[src/cpg_pkg.sv]
// Package of constants and types for the complementary PWM output generator
`default_nettype none
package cpg_pkg;

   // ****************************************************************
   // Register byte offsets
   // ****************************************************************
   localparam logic [5:0] CPG_OFF_CTRL0 = 6'h00;
   localparam logic [5:0] CPG_OFF_CTRL1 = 6'h04;
   localparam logic [5:0] CPG_OFF_RISE_SEL = 6'h08;
   localparam logic [5:0] CPG_OFF_RISE_EDGE = 6'h0c;
   localparam logic [5:0] CPG_OFF_FALL_SEL = 6'h10;
   localparam logic [5:0] CPG_OFF_FALL_EDGE = 6'h14;
   localparam logic [5:0] CPG_OFF_STEER = 6'h18;
   localparam logic [5:0] CPG_OFF_DB_RISE = 6'h1c;
   localparam logic [5:0] CPG_OFF_DB_FALL = 6'h20;
   localparam logic [5:0] CPG_OFF_BLK_RISE = 6'h24;
   localparam logic [5:0] CPG_OFF_BLK_FALL = 6'h28;
   localparam logic [5:0] CPG_OFF_PH_RISE = 6'h2c;
   localparam logic [5:0] CPG_OFF_PH_FALL = 6'h30;
   localparam logic [5:0] CPG_OFF_SHDN = 6'h34;
   localparam logic [5:0] CPG_OFF_STATUS = 6'h38;

   // ****************************************************************
   // Field positions and reset values
   // ****************************************************************
   localparam int CPG_STAT_SHUT_BIT = 0;
   localparam logic [7:0] CPG_RST_CTRL0 = 8'h00;
   localparam logic [7:0] CPG_RST_CTRL1 = 8'h00;
   localparam logic [7:0] CPG_RST_STEER = 8'h00;
   localparam logic [15:0] CPG_RST_SHDN = 16'h0000;

   // ****************************************************************
   // Timing
   // ****************************************************************
   localparam int CPG_CLK_NS = 25;
   localparam int CPG_DELAY_ELEM_NS = 5;
   localparam int CPG_ELEMS_PER_CYC = CPG_CLK_NS / CPG_DELAY_ELEM_NS;
   localparam logic [2:0] CPG_INSTR_DIV = 3'h4;
   localparam logic [2:0] CPG_HFOSC_DIV = 3'h5;

   // ****************************************************************
   // Types
   // ****************************************************************
   typedef enum logic [2:0] {
      CPG_MD_STEER = 3'h0,
      CPG_MD_SYNC_STEER = 3'h1,
      CPG_MD_FB_FWD = 3'h2,
      CPG_MD_FB_REV = 3'h3,
      CPG_MD_HALF = 3'h4,
      CPG_MD_PUSH_PULL = 3'h5
   } cpg_mode_t;

   typedef enum logic [1:0] {
      CPG_OVR_HIZ = 2'h0,
      CPG_OVR_INACTIVE = 2'h1,
      CPG_OVR_LOW = 2'h2,
      CPG_OVR_HIGH = 2'h3
   } cpg_ovr_t;

   typedef struct packed {
      logic en;
      logic [1:0] rsvd;
      logic [1:0] clk_sel;
      logic [2:0] mode;
   } cpg_ctrl0_t;

   typedef struct packed {
      logic [1:0] rsvd;
      logic fall_db_async;
      logic rise_db_async;
      logic [3:0] pol;
   } cpg_ctrl1_t;

   typedef struct packed {
      logic [3:0] static_lvl;
      logic [3:0] steer_en;
   } cpg_steer_t;

   typedef struct packed {
      logic [7:0] ovr;
      logic [1:0] rsvd;
      logic sw_shut;
      logic auto_restart;
      logic [3:0] src_sel;
   } cpg_shdn_t;

endpackage
`default_nettype wire

[src/cpg_event_in.sv]
// One event source: synchroniser plus edge or level detection
`default_nettype none
module cpg_event_in
   import cpg_pkg::*;
(
   input wire logic clk_i,
   input wire logic rst_i,
   input wire logic src_i,
   input wire logic edge_i,
   input wire logic fall_i,
   output logic evt_o
);
   logic s1_r;
   logic s2_r;
   logic s3_r;
   logic act;
   logic prev;

   // Two-stage synchroniser, third stage only for edge detection
   always_ff @(posedge clk_i or posedge rst_i) begin
      if (rst_i) begin
         s1_r <= 1'b0;
         s2_r <= 1'b0;
         s3_r <= 1'b0;
      end else begin
         s1_r <= src_i;
         s2_r <= s1_r;
         s3_r <= s2_r;
      end
   end

   // Falling sources sense the low level or the high-to-low edge
   assign act = s2_r ^ fall_i;
   assign prev = s3_r ^ fall_i;
   assign evt_o = edge_i ? (act & ~prev) : act;
endmodule
`default_nettype wire

[src/cpg_delay_timer.sv]
// Down-counting delay timer for phase delay, dead band and blanking
`default_nettype none
module cpg_delay_timer
   import cpg_pkg::*;
#(
   parameter int CNT_W = 8
)(
   input wire logic clk_i,
   input wire logic rst_i,
   input wire logic start_i,
   input wire logic abort_i,
   input wire logic tick_i,
   input wire logic [CNT_W-1:0] len_i,
   output logic busy_o,
   output logic done_o
);
   logic busy_r;
   logic [CNT_W-1:0] cnt_r;

   always_ff @(posedge clk_i or posedge rst_i) begin
      if (rst_i) begin
         busy_r <= 1'b0;
         cnt_r <= '0;
      end else if (abort_i) begin
         busy_r <= 1'b0;
      end else if (start_i) begin
         busy_r <= (len_i != '0);
         cnt_r <= len_i;
      end else if (busy_r && tick_i) begin
         cnt_r <= cnt_r - 1'b1;
         if (cnt_r == CNT_W'(1)) begin
            busy_r <= 1'b0;
         end
      end
   end

   // A zero length finishes in the start cycle
   assign busy_o = busy_r;
   assign done_o = ~abort_i & (start_i ? (len_i == '0)
                                       : (busy_r & tick_i & (cnt_r == CNT_W'(1))));
endmodule
`default_nettype wire

[src/cpg_generator.sv]
// Complementary PWM output generator with Avalon-MM register slave
// What this block does
// - Rising rate sets frequency, rise-to-fall sets duty
// - Same or asynchronous sources accepted for events
// - Timers use selectable clock; async dead band
// - Cleared steering enable drives static level bit
// - Steered mode; steering applies next cycle
// - Sync steered: steering waits for rising event
// - Mode codes 000 through 101 as listed
// - Full bridge: one modulated, one fully on
// - Direction change inserts dead band before modulation
// - Forward: D modulated, A held on
// - Reverse: B modulated, C held on
// - Half bridge: two complementary outputs follow input
// - Dead interval before each off-to-on transition
// - Primary to A/C, complement to B/D
// - Push-pull: A=C, B=D, pairs alternate
// - Drive rise to fall; each rise switches pair
// - Optional blanking of opposite event inputs
// - Optional phase delay from rising event
// - Fault shutdown, auto-restart, per-pin override levels
// - Per-source select, edge/level; per-output polarity
// - Disabled or fresh: primary off, complement on
// - Rise: phase, clear complement, blank, dead band, set
// - Fall: phase, clear primary, blank, dead band, set complement
// - Selected sources ORed into each event
`default_nettype none
module cpg_generator
   import cpg_pkg::*;
#(
   parameter int NUM_SRC = 8,
   parameter int NUM_SHD = 4,
   parameter int CNT_W = 8
)(
   input wire logic clk_i,
   input wire logic rst_i,
   input wire logic [5:0] avs_address_i,
   input wire logic avs_read_i,
   input wire logic avs_write_i,
   input wire logic [31:0] avs_writedata_i,
   input wire logic [3:0] avs_byteenable_i,
   output logic [31:0] avs_readdata_o,
   output logic avs_waitrequest_o,
   input wire logic [NUM_SRC-1:0] rise_src_i,
   input wire logic [NUM_SRC-1:0] fall_src_i,
   input wire logic [NUM_SHD-1:0] shdn_src_i,
   output logic [3:0] out_o,
   output logic [3:0] out_oe_n_o
);

   // ****************************************************************
   // Registers and bus slave
   // ****************************************************************
   cpg_ctrl0_t ctrl0_r;
   cpg_ctrl1_t ctrl1_r;
   cpg_steer_t steer_r;
   cpg_shdn_t shdn_r;
   logic [NUM_SRC-1:0] rise_sel_r;
   logic [NUM_SRC-1:0] rise_edge_r;
   logic [NUM_SRC-1:0] fall_sel_r;
   logic [NUM_SRC-1:0] fall_edge_r;
   logic [CNT_W-1:0] db_rise_r;
   logic [CNT_W-1:0] db_fall_r;
   logic [CNT_W-1:0] blk_rise_r;
   logic [CNT_W-1:0] blk_fall_r;
   logic [CNT_W-1:0] ph_rise_r;
   logic [CNT_W-1:0] ph_fall_r;
   logic wait_r;
   logic [31:0] rdata_r;
   logic wr;
   logic [31:0] rd_mux;
   logic [31:0] wmask;
   logic [31:0] wd;
   logic [7:0] status;
   logic clr_shut;

   // State referenced by the status register, plus the output enables
   logic shut_r;
   logic drive_on_r;
   logic prim_r;
   logic comp_r;
   logic [3:0] out_r;
   logic [3:0] oe_n_r;

   assign wr = avs_write_i & ~wait_r;
   assign wmask = {{8{avs_byteenable_i[3]}}, {8{avs_byteenable_i[2]}},
                   {8{avs_byteenable_i[1]}}, {8{avs_byteenable_i[0]}}};

   // Merge new write data into old contents by byte lane
   function automatic logic [31:0] merge(input logic [31:0] old_v,
                                         input logic [31:0] new_v,
                                         input logic [31:0] m);
      merge = (old_v & ~m) | (new_v & m);
   endfunction

   assign wd = avs_writedata_i;

   // Every request waits exactly one cycle
   always_ff @(posedge clk_i or posedge rst_i) begin
      if (rst_i) begin
         wait_r <= 1'b1;
      end else if ((avs_read_i || avs_write_i) && wait_r) begin
         wait_r <= 1'b0;
      end else begin
         wait_r <= 1'b1;
      end
   end

   always_ff @(posedge clk_i or posedge rst_i) begin
      if (rst_i) begin
         ctrl0_r <= CPG_RST_CTRL0;
         ctrl1_r <= CPG_RST_CTRL1;
         steer_r <= CPG_RST_STEER;
         shdn_r <= CPG_RST_SHDN;
         rise_sel_r <= '0;
         rise_edge_r <= '0;
         fall_sel_r <= '0;
         fall_edge_r <= '0;
         db_rise_r <= '0;
         db_fall_r <= '0;
         blk_rise_r <= '0;
         blk_fall_r <= '0;
         ph_rise_r <= '0;
         ph_fall_r <= '0;
      end else if (wr) begin
         case (avs_address_i)
            CPG_OFF_CTRL0: ctrl0_r <= 8'(merge(32'(ctrl0_r), wd, wmask));
            CPG_OFF_CTRL1: ctrl1_r <= 8'(merge(32'(ctrl1_r), wd, wmask));
            CPG_OFF_RISE_SEL: rise_sel_r <= NUM_SRC'(merge(32'(rise_sel_r), wd, wmask));
            CPG_OFF_RISE_EDGE: rise_edge_r <= NUM_SRC'(merge(32'(rise_edge_r), wd, wmask));
            CPG_OFF_FALL_SEL: fall_sel_r <= NUM_SRC'(merge(32'(fall_sel_r), wd, wmask));
            CPG_OFF_FALL_EDGE: fall_edge_r <= NUM_SRC'(merge(32'(fall_edge_r), wd, wmask));
            CPG_OFF_STEER: steer_r <= 8'(merge(32'(steer_r), wd, wmask));
            CPG_OFF_DB_RISE: db_rise_r <= CNT_W'(merge(32'(db_rise_r), wd, wmask));
            CPG_OFF_DB_FALL: db_fall_r <= CNT_W'(merge(32'(db_fall_r), wd, wmask));
            CPG_OFF_BLK_RISE: blk_rise_r <= CNT_W'(merge(32'(blk_rise_r), wd, wmask));
            CPG_OFF_BLK_FALL: blk_fall_r <= CNT_W'(merge(32'(blk_fall_r), wd, wmask));
            CPG_OFF_PH_RISE: ph_rise_r <= CNT_W'(merge(32'(ph_rise_r), wd, wmask));
            CPG_OFF_PH_FALL: ph_fall_r <= CNT_W'(merge(32'(ph_fall_r), wd, wmask));
            CPG_OFF_SHDN: shdn_r <= 16'(merge(32'(shdn_r), wd, wmask));
            default: ;
         endcase
      end
   end

   assign status = {out_r, comp_r, prim_r, drive_on_r, shut_r};
   assign clr_shut = wr && (avs_address_i == CPG_OFF_STATUS) && avs_byteenable_i[0]
                     && avs_writedata_i[CPG_STAT_SHUT_BIT];

   always_comb begin
      case (avs_address_i)
         CPG_OFF_CTRL0: rd_mux = 32'(ctrl0_r);
         CPG_OFF_CTRL1: rd_mux = 32'(ctrl1_r);
         CPG_OFF_RISE_SEL: rd_mux = 32'(rise_sel_r);
         CPG_OFF_RISE_EDGE: rd_mux = 32'(rise_edge_r);
         CPG_OFF_FALL_SEL: rd_mux = 32'(fall_sel_r);
         CPG_OFF_FALL_EDGE: rd_mux = 32'(fall_edge_r);
         CPG_OFF_STEER: rd_mux = 32'(steer_r);
         CPG_OFF_DB_RISE: rd_mux = 32'(db_rise_r);
         CPG_OFF_DB_FALL: rd_mux = 32'(db_fall_r);
         CPG_OFF_BLK_RISE: rd_mux = 32'(blk_rise_r);
         CPG_OFF_BLK_FALL: rd_mux = 32'(blk_fall_r);
         CPG_OFF_PH_RISE: rd_mux = 32'(ph_rise_r);
         CPG_OFF_PH_FALL: rd_mux = 32'(ph_fall_r);
         CPG_OFF_SHDN: rd_mux = 32'(shdn_r);
         CPG_OFF_STATUS: rd_mux = 32'(status);
         default: rd_mux = 32'h0000_0000;
      endcase
   end

   always_ff @(posedge clk_i or posedge rst_i) begin
      if (rst_i) begin
         rdata_r <= 32'h0000_0000;
      end else if (avs_read_i && wait_r) begin
         rdata_r <= rd_mux;
      end
   end

   assign avs_readdata_o = rdata_r;
   assign avs_waitrequest_o = wait_r;

   // ****************************************************************
   // Event inputs
   // ****************************************************************
   logic [NUM_SRC-1:0] rise_hit;
   logic [NUM_SRC-1:0] fall_hit;
   logic rise_evt;
   logic fall_evt;

   genvar g;
   generate
      for (g = 0; g < NUM_SRC; g++) begin : g_src
         cpg_event_in u_rise (
            .clk_i(clk_i),
            .rst_i(rst_i),
            .src_i(rise_src_i[g]),
            .edge_i(rise_edge_r[g]),
            .fall_i(1'b0),
            .evt_o(rise_hit[g])
         );
         cpg_event_in u_fall (
            .clk_i(clk_i),
            .rst_i(rst_i),
            .src_i(fall_src_i[g]),
            .edge_i(fall_edge_r[g]),
            .fall_i(1'b1),
            .evt_o(fall_hit[g])
         );
      end
   endgenerate

   assign rise_evt = |(rise_hit & rise_sel_r);
   assign fall_evt = |(fall_hit & fall_sel_r);

   // ****************************************************************
   // Generator timing clock
   // ****************************************************************
   logic [2:0] pre_r;
   logic [2:0] div;
   logic tick;

   always_comb begin
      case (ctrl0_r.clk_sel)
         2'h1: div = CPG_INSTR_DIV;
         2'h2: div = CPG_HFOSC_DIV;
         default: div = 3'h1;
      endcase
   end

   always_ff @(posedge clk_i or posedge rst_i) begin
      if (rst_i) begin
         pre_r <= 3'h0;
      end else if (pre_r >= div - 3'h1) begin
         pre_r <= 3'h0;
      end else begin
         pre_r <= pre_r + 3'h1;
      end
   end

   assign tick = (pre_r == 3'h0);

   // ****************************************************************
   // Timers
   // ****************************************************************
   cpg_mode_t mode;
   logic half;
   logic kill;
   logic rise_trig;
   logic fall_trig;
   logic ph_r_done;
   logic ph_f_done;
   logic db_r_done;
   logic db_f_done;
   logic bk_r_busy;
   logic bk_f_busy;
   logic dir_busy;
   logic dir_start;
   logic [CNT_W-1:0] db_r_len;
   logic [CNT_W-1:0] db_f_len;
   logic [CNT_W-1:0] dir_len;
   logic db_r_tick;
   logic db_f_tick;
   logic dir_tick;
   logic fb_dir_r;
   logic fb;
   logic fb_rev;

   // Delay-chain elements become whole system cycles, rounded up
   function automatic logic [CNT_W-1:0] chain_cyc(input logic [CNT_W-1:0] n);
      chain_cyc = CNT_W'((32'(n) + CPG_ELEMS_PER_CYC - 1) / CPG_ELEMS_PER_CYC);
   endfunction

   assign mode = cpg_mode_t'(ctrl0_r.mode);
   assign half = (mode == CPG_MD_HALF);
   assign fb = (mode == CPG_MD_FB_FWD) || (mode == CPG_MD_FB_REV);
   assign fb_rev = (mode == CPG_MD_FB_REV);
   assign kill = ~ctrl0_r.en | shut_r;

   // Dead band counts only in half bridge
   assign db_r_len = !half ? '0 : ctrl1_r.rise_db_async ? chain_cyc(db_rise_r) : db_rise_r;
   assign db_f_len = !half ? '0 : ctrl1_r.fall_db_async ? chain_cyc(db_fall_r) : db_fall_r;
   assign db_r_tick = ctrl1_r.rise_db_async | tick;
   assign db_f_tick = ctrl1_r.fall_db_async | tick;

   // Blanking ignores the opposite event input
   assign rise_trig = ~kill & rise_evt & ~drive_on_r & ~bk_r_busy;
   assign fall_trig = ~kill & fall_evt & drive_on_r & ~bk_f_busy;

   cpg_delay_timer #(.CNT_W(CNT_W)) u_ph_r (
      .clk_i(clk_i), .rst_i(rst_i), .start_i(rise_trig), .abort_i(kill | fall_trig),
      .tick_i(tick), .len_i(ph_rise_r), .busy_o(), .done_o(ph_r_done)
   );
   cpg_delay_timer #(.CNT_W(CNT_W)) u_ph_f (
      .clk_i(clk_i), .rst_i(rst_i), .start_i(fall_trig), .abort_i(kill | rise_trig),
      .tick_i(tick), .len_i(ph_fall_r), .busy_o(), .done_o(ph_f_done)
   );
   cpg_delay_timer #(.CNT_W(CNT_W)) u_db_r (
      .clk_i(clk_i), .rst_i(rst_i), .start_i(ph_r_done), .abort_i(kill | ph_f_done),
      .tick_i(db_r_tick), .len_i(db_r_len), .busy_o(), .done_o(db_r_done)
   );
   cpg_delay_timer #(.CNT_W(CNT_W)) u_db_f (
      .clk_i(clk_i), .rst_i(rst_i), .start_i(ph_f_done), .abort_i(kill | ph_r_done),
      .tick_i(db_f_tick), .len_i(db_f_len), .busy_o(), .done_o(db_f_done)
   );
   cpg_delay_timer #(.CNT_W(CNT_W)) u_bk_f (
      .clk_i(clk_i), .rst_i(rst_i), .start_i(ph_r_done), .abort_i(kill),
      .tick_i(tick), .len_i(blk_fall_r), .busy_o(bk_f_busy), .done_o()
   );
   cpg_delay_timer #(.CNT_W(CNT_W)) u_bk_r (
      .clk_i(clk_i), .rst_i(rst_i), .start_i(ph_f_done), .abort_i(kill),
      .tick_i(tick), .len_i(blk_rise_r), .busy_o(bk_r_busy), .done_o()
   );

   // Full-bridge direction change holds off the modulated output
   assign dir_start = fb && (fb_rev != fb_dir_r);
   assign dir_len = fb_rev ? (ctrl1_r.fall_db_async ? chain_cyc(db_fall_r) : db_fall_r)
                           : (ctrl1_r.rise_db_async ? chain_cyc(db_rise_r) : db_rise_r);
   assign dir_tick = fb_rev ? db_f_tick : db_r_tick;

   cpg_delay_timer #(.CNT_W(CNT_W)) u_dir (
      .clk_i(clk_i), .rst_i(rst_i), .start_i(dir_start), .abort_i(1'b0),
      .tick_i(dir_tick), .len_i(dir_len), .busy_o(dir_busy), .done_o()
   );

   always_ff @(posedge clk_i or posedge rst_i) begin
      if (rst_i) begin
         fb_dir_r <= 1'b0;
      end else if (fb) begin
         fb_dir_r <= fb_rev;
      end
   end

   // ****************************************************************
   // Waveform state
   // ****************************************************************
   logic pp_sel_r;
   logic [3:0] steer_act_r;

   always_ff @(posedge clk_i or posedge rst_i) begin
      if (rst_i) begin
         drive_on_r <= 1'b0;
      end else if (kill || fall_trig) begin
         drive_on_r <= 1'b0;
      end else if (rise_trig) begin
         drive_on_r <= 1'b1;
      end
   end

   always_ff @(posedge clk_i or posedge rst_i) begin
      if (rst_i) begin
         prim_r <= 1'b0;
         comp_r <= 1'b1;
      end else if (!ctrl0_r.en) begin
         prim_r <= 1'b0;
         comp_r <= 1'b1;
      end else if (shut_r) begin
         prim_r <= 1'b0;
         comp_r <= 1'b0;
      end else begin
         if (ph_r_done) begin
            comp_r <= 1'b0;
         end
         if (db_r_done) begin
            prim_r <= 1'b1;
         end
         if (ph_f_done) begin
            prim_r <= 1'b0;
         end
         if (db_f_done) begin
            comp_r <= 1'b1;
         end
      end
   end

   // Each new period switches to the other pair
   always_ff @(posedge clk_i or posedge rst_i) begin
      if (rst_i) begin
         pp_sel_r <= 1'b1;
      end else if (!ctrl0_r.en) begin
         pp_sel_r <= 1'b1;
      end else if (ph_r_done) begin
         pp_sel_r <= ~pp_sel_r;
      end
   end

   always_ff @(posedge clk_i or posedge rst_i) begin
      if (rst_i) begin
         steer_act_r <= 4'h0;
      end else if (mode != CPG_MD_SYNC_STEER || rise_trig) begin
         steer_act_r <= steer_r.steer_en;
      end
   end

   // ****************************************************************
   // Shutdown
   // ****************************************************************
   logic [NUM_SHD-1:0] shd_s1_r;
   logic [NUM_SHD-1:0] shd_s2_r;
   logic fault;

   always_ff @(posedge clk_i or posedge rst_i) begin
      if (rst_i) begin
         shd_s1_r <= '0;
         shd_s2_r <= '0;
      end else begin
         shd_s1_r <= shdn_src_i;
         shd_s2_r <= shd_s1_r;
      end
   end

   assign fault = (|(shd_s2_r & shdn_r.src_sel[NUM_SHD-1:0])) | shdn_r.sw_shut;

   // A fault wins over a clear in the same cycle
   always_ff @(posedge clk_i or posedge rst_i) begin
      if (rst_i) begin
         shut_r <= 1'b0;
      end else if (fault) begin
         shut_r <= 1'b1;
      end else if (clr_shut || (shdn_r.auto_restart && rise_evt)) begin
         shut_r <= 1'b0;
      end
   end

   // ****************************************************************
   // Output mapping, steering, polarity and override
   // ****************************************************************
   logic [3:0] data;
   logic modv;

   assign modv = prim_r & ~dir_busy;

   always_comb begin
      case (mode)
         CPG_MD_FB_FWD: data = {modv, 1'b0, 1'b0, 1'b1};
         CPG_MD_FB_REV: data = {1'b0, 1'b1, modv, 1'b0};
         CPG_MD_HALF: data = {comp_r, prim_r, comp_r, prim_r};
         CPG_MD_PUSH_PULL: data = {prim_r & pp_sel_r, prim_r & ~pp_sel_r,
                                   prim_r & pp_sel_r, prim_r & ~pp_sel_r};
         default: data = {4{prim_r}};
      endcase
      if (!ctrl0_r.en) begin
         data = {comp_r, prim_r, comp_r, prim_r};
      end
   end

   always_ff @(posedge clk_i or posedge rst_i) begin
      if (rst_i) begin
         out_r <= 4'h0;
         oe_n_r <= 4'h0;
      end else begin
         for (int i = 0; i < 4; i++) begin
            oe_n_r[i] <= 1'b0;
            if (!steer_act_r[i]) begin
               out_r[i] <= steer_r.static_lvl[i];
            end else if (shut_r) begin
               case (cpg_ovr_t'(shdn_r.ovr[2*i +: 2]))
                  CPG_OVR_HIZ: begin
                     out_r[i] <= 1'b0;
                     oe_n_r[i] <= 1'b1;
                  end
                  CPG_OVR_INACTIVE: out_r[i] <= ctrl1_r.pol[i];
                  CPG_OVR_LOW: out_r[i] <= 1'b0;
                  default: out_r[i] <= 1'b1;
               endcase
            end else begin
               out_r[i] <= data[i] ^ ctrl1_r.pol[i];
            end
         end
      end
   end

   assign out_o = out_r;
   assign out_oe_n_o = oe_n_r;
endmodule
`default_nettype wire

[config.mk]
export PLATFORM = sky130hd
export DESIGN_NAME = cpg_generator
export DESIGN_NICKNAME = d
export VERILOG_FILES = /design/src/cpg_pkg.sv /design/src/cpg_event_in.sv /design/src/cpg_delay_timer.sv /design/src/cpg_generator.sv
export SDC_FILE = /design/constraint.sdc
export NUM_CORES = 1
export LEC_CHECK = 0
export ABC_AREA = 1
export BUFFER_PORTS_ARGS = -buffer_cell sky130_fd_sc_hd__buf_2
export CAP_MARGIN = 0
export CELL_PAD_IN_SITES_DETAIL_PLACEMENT = 1
export CELL_PAD_IN_SITES_GLOBAL_PLACEMENT = 2
export CORE_AREA = 5 5 156 308
export CTS_CLUSTER_SIZE = 40
export DETAILED_ROUTE_END_ITERATION = 16
export DIE_AREA = 0 0 161 313
export PLACE_DENSITY_LB_ADDON = 0.1
export SETUP_SLACK_MARGIN = 0.15
export SKIP_LAST_GASP = 1
export SLEW_MARGIN = 30
export SYNTH_ARGS = -nofsm -noshare
export SYNTH_HDL_FRONTEND = slang
export SYNTH_SLANG_ARGS = --single-unit
[constraint.sdc]
create_clock -name clk_i -period 8.1 [get_ports clk_i]
set_clock_uncertainty 0.15 [all_clocks]
set_input_delay 0.405 -clock clk_i [delete_from_list [all_inputs] [get_ports clk_i]]
set_output_delay 0.405 -clock clk_i [all_outputs]
set_load 0.05 [all_outputs]
==> out/results.ini <==
[floorplan]
io_pins = 107
coreArea_um2 = 45550
dieArea_um2 = 50390
fp.dieH_um = 313
core.rowCount = 111
initial_core_util = 0.3239
die-width_um = 161

[logic_synthesis]
syn-cell-area_um2 = 14760
synth_edf_count = 0
ys_seq_area_frac = 0.4700
synth.distinct_cells = 66
synthArstFlopShare = 1.000
synth_cells = 1800
synth_top_flop_cell = dfrtp_1
avgSynthCellArea_um2 = 8.198
yosysWarnings = 0
yosys_register_bits = 277

[finish]
layout.cells.non_filler = 2490
seq_area_um2 = 6935
final_cell_mix = 402 x nand2_1, 274 x dfrtp_1, 215 x inv_1
drive_gt1_frac = 0.1252
finalNetCount = 2002
multi_input_area_um2 = 6683
layout_commonest_cell = nand2_1
diodes = 0
fillers = 5428
area_delta_synth_final_pct = 15.41

[critical_path]
r2r_slack_ps = 2990
cp_common_cell = nand2_1
cp_max_fo = 10
cp-end-kind = flop
crit_slowest_cell = dfrtp_1
crit_type = flop to flop
startpoint_type = flop
cp_num_buf_inv = 3
slowest_delay_ps = 590
critPathArrivalTime_ps = 5460
cp_top_family = simple AND/OR/NAND/NOR gates
cp.required_ps = 8450

[routing]
routedWlPerCell_um = 20.82
ant_nets = 0
first_pass_iters = 6
drt_wl_total_um = 51830
vias = 12905
first_iter_violations = 631
drc_errors = 0
vias_per_cell = 5.183

[place]
dp_hpwl_um = 39640
place_inst = 2406
place_congestion = 0.8483
portBuffers = 72

[sta]
clock.fmax_ghz = 0.1956
setup_violations = 0
fin_setup_tns_ps = 0
hold_viol = 0
post-route-period-util = 0.6311
rsz0062_at_grt = no
period_minus_slack_ps = 5112
slew_headroom = 0.4122
slew_violations = 0
tightest_slew_ps = 875.0

[clocking]
clkTransAtPathRegs_ps = 70
htree_levels = 1
root_buffer = clkbuf_16
clk_latency_ps = 580
cts_tree = built
cts_max_path_buffers = 3
postCtsSetupBuffers = 0
cts_made_buffers = 29
clock-sinks = 277

[grt]
grt_usage = 0.2038
antenna_found_initial = 1
gr-total-overflow = 0
grt_pass1_vias = 13947
grt_pass1_wl_um = 81050
grt_max_degree = 137

[pwr]
powerDensity_nw_per_um2 = 233.3
ir_drop_mv = 0.1638
cellLeakagePower_nw = 8.024

[run_status]
status = finished clean

[worst_hold_path]
hp-class = primary input to flop

[job]
drv_cap = 0

## through the flow
step / power (W) / hold WS (ps) / instance area, um2 / utilization / setup WS (ps)
final: 0.003973 / 29.04 / 17030 / 0.3738 / 2988
after detailed placement: 0.002584 / 186.2 / 15680 / 0.3442 / 2911
after global placement: 0.002536 / 183.4 / 15680 / 0.3442 / 3096
after CTS: 0.004035 / 1.308 / 17000 / 0.3731 / 2872
after global routing: 0.004209 / 17.29 / 17030 / 0.3738 / 2403
after floorplan: 0.002327 / 181.2 / 14820 / - / 3882
## power breakdown
group | internal [W] | leakage (nW) | switching [W]
registers | 0.00145 | 3.57 | 0.0000697
logic | 0.000336 | 3.97 | 0.000711
clock network | 0.000821 | 0.484 | 0.000589
total | 0.00260 | 8.02 | 0.00137
## worst min-delay path, cell delays in order
cell and delay [ps]:
buf_2 170, nand2_1 80, o21ai_0 70
## worst paths after layout
check | from | end | cells after the start
max reg2reg | flop | prim_r | 35
min in group asynchronous | rst_i | g_src[7].u_fall.s1_r | 3
min | avs_writedata_i[2] | flop | 3
max | flop | prim_r | 35
min reg2reg | g_src[6].u_fall.s1_r | g_src[6].u_fall.s2_r | 0
max in group asynchronous | rst_i | u_dir.cnt_r[4] | 5
## cells by family after synthesis
family / synth area share
other: 0.0002541
AND/OR/NAND/NOR: 0.2334
multiplexers: 0.006783
flip-flops: 0.4700
adder cells (fa/ha/maj): 0.02544
buffers and inverters: 0.08191
XOR/XNOR: 0.02315
AO/OA/AOI/OAI: 0.1591
## layer usage
layer,global-route usage,vias up,wire length [um]
met1,0.2536,6429,22160
met2,0.3680,220,26400
met4,0.06618,0,1776
met5,0,-,0
li1,-,6180,-
met3,0.02118,76,1488
## final cells by class
type,count,share of cell area
timing repair buffer,116,0.04687
inverter,244,0.05407
tap,565,0.04151
multi-input combinational,1238,0.3924
clock inverter,14,0.01139
clock buffer,36,0.04651
sequential,277,0.4072
## cells in the mapped netlist (5+ instances only)
cell	count	area (um2)
nand3_2	15	150.1
inv_1	216	810.8
o221ai_1	9	78.83
nor2_2	6	37.54
a21o_1	5	37.54
o21ai_0	198	991.0
nor4_1	19	118.9
a21oi_1	53	265.3
nand2_1	402	1509
nand4_1	31	193.9
ha_1	30	375.4
nor3_1	23	115.1
a211oi_1	5	37.54
nor2_1	123	461.7
o21ai_1	6	30.03
clkinv_1	8	30.03
mux2_2	8	90.09
o211ai_1	21	157.7
nand3_1	77	385.4
a221oi_1	13	113.9
nand2_2	24	150.1
a31oi_1	18	112.6
nand3b_1	6	45.04
buf_4	21	157.7
clkbuf_1	32	120.1
inv_2	19	71.32
xnor2_1	7	61.31
dfrtp_1	274	6857
nand2_4	8	90.09
xor2_1	32	280.3
o22ai_1	21	131.4
a22oi_1	8	60.06
## what timing repair did
item	CTS	global route
resized for setup	0	0
hold buffers	33	0
endpoints found under the hold margin	71	0
(Power assumes the default switching activity.)
